--- src/shared/wicem_defines.vh ---
// How it works
// mask bits 0-3 set to one block supply under/over voltage interrupts.
// every error mask bit resets to zero, so all error interrupts start enabled; the lv input interrupt enables reset to zero.
// mask bit 5 blocks the serial peripheral request error interrupt.
// mask bit 6 blocks the serial peripheral clock count error interrupt.
// mask bit 7 blocks the serial peripheral crc error interrupt.
// mask bit 8 blocks the two-wire bus request error interrupt.
// mask bit 9 blocks the two-wire bus crc error interrupt.
// error mask bit 4 and bits 10-15 read zero and ignore writes.
// wake config holds two-bit mode fields for the four hv wake inputs.
// mode 00 turns the input comparator off in low-power modes only.
// mode 01 wakes on high level, mode 10 wakes on low level.
// mode 11 selects cyclic-sense detection instead of level detection.
// bits 8-11 pick each hv deglitch time: zero 15 us, one 65 us.
// an hv level change counts only after lasting the whole deglitch time.
// bits 13, 14, 15 hold polarity of lv io a, lv io b, lv input.
// lv polarity zero wakes on high level, one wakes on low level.
// wake config bit 12 reads zero; other fields restore on reset.
// software clears a latched flag by writing one; masks only gate irq.
// per-input two-bit enable picks wake-up, interrupt, both or neither.
`ifndef WICEM_DEFINES_VH
`define WICEM_DEFINES_VH

// register offsets (byte addresses)
`define WICEM_ADDR_ERR_MASK 8'h00
`define WICEM_ADDR_WAKE_CFG 8'h04
`define WICEM_ADDR_ERR_FLAG 8'h08
`define WICEM_ADDR_WAKE_EN 8'h0C
`define WICEM_ADDR_WAKE_FLAG 8'h10

// writable bits and reset values
`define WICEM_ERR_VALID 16'h03EF
`define WICEM_ERR_MASK_RST 16'h0000
`define WICEM_CFG_VALID 16'hEFFF
`define WICEM_CFG_RST 16'h0005
`define WICEM_WEN_VALID 16'h3FFF
`define WICEM_WEN_RST 16'h00FF
`define WICEM_WFLG_VALID 16'h007F

// field positions
`define WICEM_ERR_SUPPLY_LSB 0
`define WICEM_ERR_COMM_LSB 5
`define WICEM_CFG_FILTER_LSB 8
`define WICEM_CFG_LVPOL_LSB 13
`define WICEM_WFLG_LV_LSB 4

// wake mode codes
`define WICEM_MODE_OFF 2'h0
`define WICEM_MODE_HIGH 2'h1
`define WICEM_MODE_LOW 2'h2
`define WICEM_MODE_CYCLIC 2'h3

// deglitch timing
`define WICEM_CLK_PERIOD_NS 8
`define WICEM_DGLT_SHORT_NS 15000
`define WICEM_DGLT_LONG_NS 65000
// filter lengths in clock cycles at the period above, sized for the counter
`define WICEM_DGLT_SHORT_CYC 14'h0753
`define WICEM_DGLT_LONG_CYC 14'h1FBD

`endif

--- src/rtl/wicem_deglitch.v ---
`timescale 1ns/1ps
module wicem_deglitch #(
   parameter [13:0] SHORT_CYC = 14'd1875,
   parameter [13:0] LONG_CYC = 14'd8125
) (
   input wire clk_in,
   input wire rst_in,
   input wire level_in,
   input wire long_sel_in,
   output reg level_out
);
   reg [13:0] count;
   wire [13:0] limit;

   assign limit = long_sel_in ? LONG_CYC : SHORT_CYC;

   // a differing level must persist limit cycles; any bounce restarts
   always @(posedge clk_in) begin
      if (rst_in) begin
         count <= 14'h0000;
         level_out <= 1'b0;
      end else if (level_in == level_out) begin
         count <= 14'h0000;
      end else if (count >= limit - 14'h0001) begin
         count <= 14'h0000;
         level_out <= level_in;
      end else begin
         count <= count + 14'h0001;
      end
   end
endmodule // wicem_deglitch

--- src/rtl/wicem_sync2.v ---
`timescale 1ns/1ps
module wicem_sync2 #(
   parameter W = 1
) (
   input wire clk_in,
   input wire rst_in,
   input wire [W-1:0] async_in,
   output reg [W-1:0] sync_out
);
   reg [W-1:0] meta;

   always @(posedge clk_in) begin
      if (rst_in) begin
         meta <= {W{1'b0}};
         sync_out <= {W{1'b0}};
      end else begin
         meta <= async_in;
         sync_out <= meta;
      end
   end
endmodule // wicem_sync2

--- src/rtl/wicem_top.v ---
// Local design decisions: the address map and the plain strobed port.
`timescale 1ns/1ps
`include "wicem_defines.vh"
module wicem_top #(
   parameter [13:0] DGLT_LONG_CYC = `WICEM_DGLT_LONG_CYC
) (
   input wire CLK_IN,
   input wire RST_IN,
   input wire [7:0] ADDR_IN,
   input wire [15:0] WDATA_IN,
   input wire WR_IN,
   input wire RD_IN,
   output reg [15:0] RDATA_OUT,
   input wire [3:0] SUPPLY_FAULT_IN,
   input wire [4:0] COMM_ERR_IN,
   input wire LOW_POWER_IN,
   input wire [3:0] HV_WAKE_IN,
   input wire [2:0] LV_WAKE_IN,
   output reg [3:0] COMP_EN_OUT,
   output reg [3:0] CYCLIC_SEL_OUT,
   output reg WAKEUP_OUT,
   output reg IRQ_OUT
);

   ////////////////////////////////////////////////////////////////////////
   // registers and wires

   localparam [13:0] SHORT_CYC = `WICEM_DGLT_SHORT_CYC;

   reg [15:0] err_mask;
   reg [15:0] wake_cfg;
   reg [15:0] err_flag;
   reg [15:0] wake_en;
   reg [15:0] wake_flag;
   reg [3:0] supply_prev;
   reg [3:0] hv_prev;
   reg [2:0] lv_prev;
   reg [15:0] next_rdata;
   reg [15:0] next_err_flag;
   reg [15:0] next_wake_flag;
   wire [6:0] wake_evt;
   wire [6:0] wake_hit;
   wire [6:0] irq_hit;
   wire [3:0] next_comp_en;
   wire [3:0] next_cyclic_sel;

   wire [3:0] supply_sync;
   wire [3:0] hv_sync;
   wire [2:0] lv_sync;
   wire [3:0] hv_filt;
   wire [3:0] supply_rise;
   wire [15:0] err_evt;
   wire [15:0] err_pend;
   wire [2:0] lv_pol;
   wire [3:0] filter_sel;
   wire wr_err_mask;
   wire wr_wake_cfg;
   wire wr_err_flag;
   wire wr_wake_en;
   wire wr_wake_flag;
   wire sel_err_mask;
   wire sel_wake_cfg;
   wire sel_err_flag;
   wire sel_wake_en;
   wire sel_wake_flag;

   ////////////////////////////////////////////////////////////////////////
   // input synchronisers

   wicem_sync2 #(
      .W(4)
   ) u_supply_sync (
      .clk_in(CLK_IN),
      .rst_in(RST_IN),
      .async_in(SUPPLY_FAULT_IN),
      .sync_out(supply_sync)
   );

   wicem_sync2 #(
      .W(4)
   ) u_hv_sync (
      .clk_in(CLK_IN),
      .rst_in(RST_IN),
      .async_in(HV_WAKE_IN),
      .sync_out(hv_sync)
   );

   wicem_sync2 #(
      .W(3)
   ) u_lv_sync (
      .clk_in(CLK_IN),
      .rst_in(RST_IN),
      .async_in(LV_WAKE_IN),
      .sync_out(lv_sync)
   );

   ////////////////////////////////////////////////////////////////////////
   // deglitch filters, one per hv wake input

   assign filter_sel = wake_cfg[`WICEM_CFG_FILTER_LSB +: 4];

   genvar gi;
   generate
      for (gi = 0; gi < 4; gi = gi + 1) begin : g_hv
         wicem_deglitch #(
            .SHORT_CYC(SHORT_CYC),
            .LONG_CYC(DGLT_LONG_CYC)
         ) u_dglt (
            .clk_in(CLK_IN),
            .rst_in(RST_IN),
            .level_in(hv_sync[gi]),
            .long_sel_in(filter_sel[gi]),
            .level_out(hv_filt[gi])
         );
      end
   endgenerate

   ////////////////////////////////////////////////////////////////////////
   // register write decode

   // one compare per mapped register
   assign sel_err_mask = (ADDR_IN == `WICEM_ADDR_ERR_MASK);
   assign sel_wake_cfg = (ADDR_IN == `WICEM_ADDR_WAKE_CFG);
   assign sel_err_flag = (ADDR_IN == `WICEM_ADDR_ERR_FLAG);
   assign sel_wake_en = (ADDR_IN == `WICEM_ADDR_WAKE_EN);
   assign sel_wake_flag = (ADDR_IN == `WICEM_ADDR_WAKE_FLAG);

   // the strobe qualifies each select
   assign wr_err_mask = WR_IN && sel_err_mask;
   assign wr_wake_cfg = WR_IN && sel_wake_cfg;
   assign wr_err_flag = WR_IN && sel_err_flag;
   assign wr_wake_en = WR_IN && sel_wake_en;
   assign wr_wake_flag = WR_IN && sel_wake_flag;

   // error mask: unused bits never take a one
   always @(posedge CLK_IN) begin
      if (RST_IN) begin
         err_mask <= `WICEM_ERR_MASK_RST;
      end else if (wr_err_mask) begin
         err_mask <= WDATA_IN & `WICEM_ERR_VALID;
      end
   end

   // wake configuration: bit 12 stays zero
   always @(posedge CLK_IN) begin
      if (RST_IN) begin
         wake_cfg <= `WICEM_CFG_RST;
      end else if (wr_wake_cfg) begin
         wake_cfg <= WDATA_IN & `WICEM_CFG_VALID;
      end
   end

   // wake enable pairs
   always @(posedge CLK_IN) begin
      if (RST_IN) begin
         wake_en <= `WICEM_WEN_RST;
      end else if (wr_wake_en) begin
         wake_en <= WDATA_IN & `WICEM_WEN_VALID;
      end
   end

   ////////////////////////////////////////////////////////////////////////
   // error events and their sticky flags

   assign supply_rise = supply_sync & ~supply_prev;
   assign err_evt = {6'h00, COMM_ERR_IN, 1'b0, supply_rise};

   always @* begin
      next_err_flag = err_flag;
      if (wr_err_flag) begin
         next_err_flag = next_err_flag & ~WDATA_IN;
      end
      // a new event wins over a clear in the same cycle
      next_err_flag = (next_err_flag | err_evt) & `WICEM_ERR_VALID;
   end

   // a set mask bit keeps its flag away from the interrupt line
   assign err_pend = err_flag & ~err_mask;

   ////////////////////////////////////////////////////////////////////////
   // wake detection

   assign lv_pol = wake_cfg[`WICEM_CFG_LVPOL_LSB +: 3];

   // per hv input: the mode field picks which filtered edge counts
   genvar hi;
   generate
      for (hi = 0; hi < 4; hi = hi + 1) begin : g_hv_evt
         wire [1:0] mode;
         wire rise;
         wire fall;
         wire change;
         reg evt;

         assign mode = wake_cfg[2*hi +: 2];
         // edges of the filtered level only
         assign rise = hv_filt[hi] & ~hv_prev[hi];
         assign fall = ~hv_filt[hi] & hv_prev[hi];
         assign change = hv_filt[hi] ^ hv_prev[hi];

         always @* begin
            evt = 1'b0;
            case (mode)
               `WICEM_MODE_HIGH: begin
                  evt = rise;
               end
               `WICEM_MODE_LOW: begin
                  evt = fall;
               end
               `WICEM_MODE_CYCLIC: begin
                  evt = change;
               end
               default: begin
                  // comparator may be off: no wake from this input
                  evt = 1'b0;
               end
            endcase
         end

         assign wake_evt[hi] = evt;
      end
   endgenerate

   // per lv input: polarity bit picks the active level
   genvar li;
   generate
      for (li = 0; li < 3; li = li + 1) begin : g_lv_evt
         wire rise;
         wire fall;
         wire hit;

         assign rise = lv_sync[li] & ~lv_prev[li];
         assign fall = ~lv_sync[li] & lv_prev[li];
         // polarity one waits for the falling level
         assign hit = lv_pol[li] ? fall : rise;
         assign wake_evt[4 + li] = hit;
      end
   endgenerate

   always @* begin
      next_wake_flag = wake_flag;
      if (wr_wake_flag) begin
         next_wake_flag = next_wake_flag & ~WDATA_IN;
      end
      next_wake_flag = (next_wake_flag | {9'h000, wake_evt})
         & `WICEM_WFLG_VALID;
   end

   // enable bit 0 of each pair asks for wake-up, bit 1 for an interrupt
   genvar ei;
   generate
      for (ei = 0; ei < 7; ei = ei + 1) begin : g_enable
         assign wake_hit[ei] = wake_flag[ei] & wake_en[2*ei];
         assign irq_hit[ei] = wake_flag[ei] & wake_en[2*ei + 1];
      end
   endgenerate

   // per hv input: comparator power and cyclic-sense select
   genvar ci;
   generate
      for (ci = 0; ci < 4; ci = ci + 1) begin : g_comp
         wire [1:0] mode;
         wire sleep_off;
         wire cyclic;

         assign mode = wake_cfg[2*ci +: 2];
         // mode 00 powers the comparator down in low-power only
         assign sleep_off = LOW_POWER_IN && (mode == `WICEM_MODE_OFF);
         assign cyclic = (mode == `WICEM_MODE_CYCLIC);
         assign next_comp_en[ci] = ~sleep_off;
         assign next_cyclic_sel[ci] = cyclic;
      end
   endgenerate

   ////////////////////////////////////////////////////////////////////////
   // status registers and outputs

   // sticky flags: a new event beats a software clear in the same cycle
   always @(posedge CLK_IN) begin
      if (RST_IN) begin
         err_flag <= 16'h0000;
         wake_flag <= 16'h0000;
      end else begin
         err_flag <= next_err_flag;
         wake_flag <= next_wake_flag;
      end
   end

   // last-cycle copies for edge detection
   always @(posedge CLK_IN) begin
      if (RST_IN) begin
         supply_prev <= 4'h0;
         hv_prev <= 4'h0;
         lv_prev <= 3'h0;
      end else begin
         supply_prev <= supply_sync;
         hv_prev <= hv_filt;
         lv_prev <= lv_sync;
      end
   end

   // every output leaves straight from a flop
   always @(posedge CLK_IN) begin
      if (RST_IN) begin
         COMP_EN_OUT <= 4'h0;
         CYCLIC_SEL_OUT <= 4'h0;
         WAKEUP_OUT <= 1'b0;
         IRQ_OUT <= 1'b0;
      end else begin
         COMP_EN_OUT <= next_comp_en;
         CYCLIC_SEL_OUT <= next_cyclic_sel;
         WAKEUP_OUT <= |wake_hit;
         IRQ_OUT <= (|err_pend) | (|irq_hit);
      end
   end

   ////////////////////////////////////////////////////////////////////////
   // read path: data valid the cycle after the strobe, zero otherwise

   always @* begin
      next_rdata = 16'h0000;
      if (!RD_IN) begin
         next_rdata = 16'h0000;
      end else if (ADDR_IN == `WICEM_ADDR_ERR_MASK) begin
         next_rdata = err_mask;
      end else if (ADDR_IN == `WICEM_ADDR_WAKE_CFG) begin
         next_rdata = wake_cfg;
      end else if (ADDR_IN == `WICEM_ADDR_ERR_FLAG) begin
         next_rdata = err_flag;
      end else if (ADDR_IN == `WICEM_ADDR_WAKE_EN) begin
         next_rdata = wake_en;
      end else if (ADDR_IN == `WICEM_ADDR_WAKE_FLAG) begin
         next_rdata = wake_flag;
      end
   end

   always @(posedge CLK_IN) begin
      if (RST_IN) begin
         RDATA_OUT <= 16'h0000;
      end else begin
         RDATA_OUT <= next_rdata;
      end
   end

endmodule // wicem_top

--- config.mk ---
export PLATFORM = sky130hd
export DESIGN_NAME = wicem_top
export DESIGN_NICKNAME = d
export VERILOG_FILES = /design/src/rtl/wicem_deglitch.v /design/src/rtl/wicem_sync2.v /design/src/rtl/wicem_top.v
export VERILOG_INCLUDE_DIRS = /design/src /design/src/shared
export SDC_FILE = /design/constraint.sdc
export NUM_CORES = 1
export LEC_CHECK = 0
export BUFFER_PORTS_ARGS = -buffer_cell sky130_fd_sc_hd__buf_2
export CORE_MARGIN = 2
export CORE_UTILIZATION = 48
export DETAILED_ROUTE_END_ITERATION = 10
export PLACE_DENSITY = 0.79
export SYNTH_ARGS = -nofsm -noshare
export SYNTH_HDL_FRONTEND = slang
export SYNTH_SLANG_ARGS = --single-unit
--- constraint.sdc ---
create_clock -name CLK_IN -period 5.58 [get_ports CLK_IN]
set_input_delay 0.558 -clock CLK_IN [delete_from_list [all_inputs] [get_ports CLK_IN]]
set_output_delay 0.558 -clock CLK_IN [all_outputs]
set_load 0.005 [all_outputs]
==> summary.md <==
| Metric | Value |
|---|---|
| Row Count | `45` |
| Setup_tns | `0 ns` |
| Clock sink total | `173` |
| Pins Over Slew Limit | `0` |
| Worst r2r path cells | `7` |
| Fmax | `333 MHz` |
| Overall power | `2.56 mW` |
| Post-synth EDFFs | `0` |
| DRT antenna net count | `0` |
| Clock latency on the worst-skew pair | `0.42 ns` |
| Status | `finished clean` |
| Xor/xnor share of the synthesized area | `5.91%` |
| Static Leak | `3.58 nW` |
| Crit path kind | `in2reg` |
| Register bit total from synthesis | `173` |
| Mapped Area | `0.00756 mm²` |
| Worst hold start | `HV_WAKE_IN[1]` |
| Clock transition at the registers of the reported paths | `0.06 ns` |
| Crit path DAT | `3.31 ns` |
| Largest family of logic cells by synthesized area | `simple AND/OR/NAND/NOR gates` |
| Syn Area/Cell | `9.14 µm²` |
| Yosys warns | `0` |
| Count of different cell masters after synthesis | `52` |
| CP Launch Type | `primary input` |
| Simple-Gate Fraction of Synth Area | `21.6%` |
| Post-CTS Setup Inserts | `0` |
| GRT Util Overall | `20.0%` |
| Max-slew headroom | `31.5%` |
| Share of the synthesized area in the top cell type | `45.8%` |
| Cell Pwr Density | `295 mW/mm²` |
| Die height | `129 µm` |
| Leading register cell type out of synthesis | `dfxtp_1` |
| Hold Crit Class | `in2reg` |
| Area leader, netlist | `dfxtp_1` |
| Post-cts resize count | `0` |
| First-pass GRT wire length | `26600 µm` |
| Number of diodes | `0` |
| Routability Congestion | `0.905` |
| RSZ-0062 raised after global routing | `no` |
| P&R area growth vs syn | `14.8%` |
| Worst setup EP type | `flip-flop` |
| Share of layout cells above drive strength 1 | `12.4%` |
| Antenna violations before repair | `0` |
| Die area | `0.0168 mm²` |
| Num CTS Buffers | `17` |
| Pre-Repair DR Iteration Count | `5` |
| Critical path peak fanout | `22` |
| DR iter-0 viols | `523` |
| Largest net degree at the start of global routing | `78` |
| Vias | `5868` |
| Peak supply drop | `0.216 mV` |
| Register Area | `0.00346 mm²` |
| Worst setup path start | `ADDR_IN[5]` |
| Worst EP required | `5.88 ns` |
| Multi-input logic area | `0.00380 mm²` |
| Setup violators final | `0` |
| IO Port Bufs | `70` |
| Root Driver | `clkbuf_16` |
| Post-route cell area | `0.00868 mm²` |
| Mux cell area share after synthesis | `5.31%` |
| DP Area | `0.00807 mm²` |
| Top Ports | `71` |
| Starting Density | `49.4%` |
| Synth Area in Adders | `7.28%` |
| Vias per cell | `5.28` |
| Clock buffer depth | `2` |
| Synth area leaders | `dfxtp_1, ha_1, nor2_1, mux2i_1, xor2_1` |
| Fin crit share | `53.8%` |
| CTS H-tree depth | `4` |
| R2r endpoint | `g_hv[1].u_dglt.count[2]` |
| Fillers | `1355` |
| Placed Instances | `1079` |
| Fin crit period | `3.00 ns` |
| Nets | `976` |
| Residual DRC | `0` |
| Wire length per cell | `14.4 µm` |
| Post-synth net total | `916` |
| Seq/Total Area, Yosys | `45.8%` |
| Cts-stage hold buffer count | `0` |
| Final number of hold-violating endpoints | `0` |
| Worst-Margin Slew | `1.01 ns` |
| Max Cap Viol | `0` |
| Critical path capture point | `wake_en[6]` |
| Syn Inst Count | `827` |
| Final Non-Filler Cells | `1111` |
| DP HPWL | `11400 µm` |
| Core Footprint | `0.0153 mm²` |
| GR Overflow Total | `0` |
| Worst flop-to-flop path startpoint | `wake_cfg[9]` |
| Worst R2R Setup Slack | `3.13 ns` |
| Post-Route WL | `16000 µm` |
| Synth Area in Compound Gates | `10.1%` |
| CTS tree | `done` |
| Final hold slack | `0.342 ns` |
| Clock Skews | `0.00824 ns` |
| Post-synth ARST share | `0%` |
| Die X | `129 µm` |
| Vias in the first global route | `5511` |
[state kept, by name (all words and copies together), names as in the netlist, 3 cells and up]
name	cells
COMP_EN_OUT	4
CYCLIC_SEL_OUT	4
RDATA_OUT	16
err_flag	9
err_mask	9
g_hv.u_dglt.count	56
g_hv.u_dglt.level_out	4
hv_prev	4
lv_prev	3
supply_prev	4
u_hv_sync.meta	4
u_hv_sync.sync_out	4
u_lv_sync.meta	3
u_lv_sync.sync_out	3
u_supply_sync.meta	4
u_supply_sync.sync_out	4
wake_cfg	15
wake_en	14
wake_flag	7
[Yosys cell counts (all sizes together), types with 11 or more instances]
cell / count
nor2: 129
mux2i: 39
inv: 46
o21ai: 13
xor2: 32
nand2: 50
a21oi: 32
xnor2: 19
ha: 44
and3: 11
nand2b: 14
nor2b: 41
clkbuf: 21
nand3: 35
dfxtp: 173
a211o: 13
nor3: 16
[placed cells by master (no fill, tap or decap), drive strengths merged, types with 3 or more instances in the layout]
cell type / count
inv: 47
nor3: 16
mux2i: 39
clkinv: 6
nand4: 7
a22oi: 10
a31o: 3
nand2: 50
and4: 3
nand3b: 4
clkbuf: 22
a221oi: 9
nor2: 129
xor2: 32
and2: 3
xnor2: 19
nor3b: 8
a31oi: 7
nand3: 35
a211o: 13
and3: 11
nor2b: 41
bufinv: 3
or3: 3
a32o: 6
ha: 44
buf: 72
o21ai: 13
a21oi: 32
dfxtp: 173
nand2b: 14
[logic make-up (layout without fill, tap and decap cells)]
logic type	Yosys count	in the layout
fa+ha+maj	44	44
flops	173	173
xor+xnor	51	51
compound gates	110	110
simple gates	332	332
mux	40	40
buf+inv	77	150
[report_power, final]
part           internal [mW]  switching (mW)
clock                  0.740           0.466
sequential              1.25          0.0106
combinational         0.0366          0.0549
[metal layers]
metal	wire, µm	global-route usage, %	vias to the layer above
met5	0	0	-
met3	841	5.45	25
li1	-	-	2950
met2	7210	31.3	164
met4	394	8.67	0
met1	7560	26.1	2729
[metrics by stage]
stage | worst slack [ns] | util (%)
6_report | 2.58 | 56.7
5_1_grt | 2.36 | 56.7
4_1_cts | 2.61 | 56.7
3_5_place_dp | 2.19 | 52.7
3_3_place_gp | 2.22 | 52.7
2_1_floorplan | 3.45 | -
[critical path: stages]
cell and delay (ns):
buf_2 0.10, or4_4 0.55, nor3b_2 0.74, nand3_1 0.84
a211o_1 0.51
[area by class of cell]
type / instances / share of cell area [%]
clock inverters: 10 / 1.57
repair buffers: 72 / 4.24
well taps: 211 / 3.04
inverters: 46 / 1.99
flip-flops and latches: 173 / 39.9
clock buffers: 22 / 5.47
multi-input cells: 577 / 43.8
[how the worst min path moves through the flow]
stage | end | slack, ns | depth (start not counted)
after CTS | u_hv_sync.meta[1] | 0.32 | 2
after global placement | u_hv_sync.sync_out[3] | 0.42 | 1
after detailed placement | u_hv_sync.sync_out[3] | 0.43 | 1
after global routing | err_flag[9] | 0.33 | 3
after floorplan | u_hv_sync.sync_out[0] | 0.41 | 1
final | u_hv_sync.meta[1] | 0.34 | 2
No activity file was read; power rests on OpenSTA's default activity.
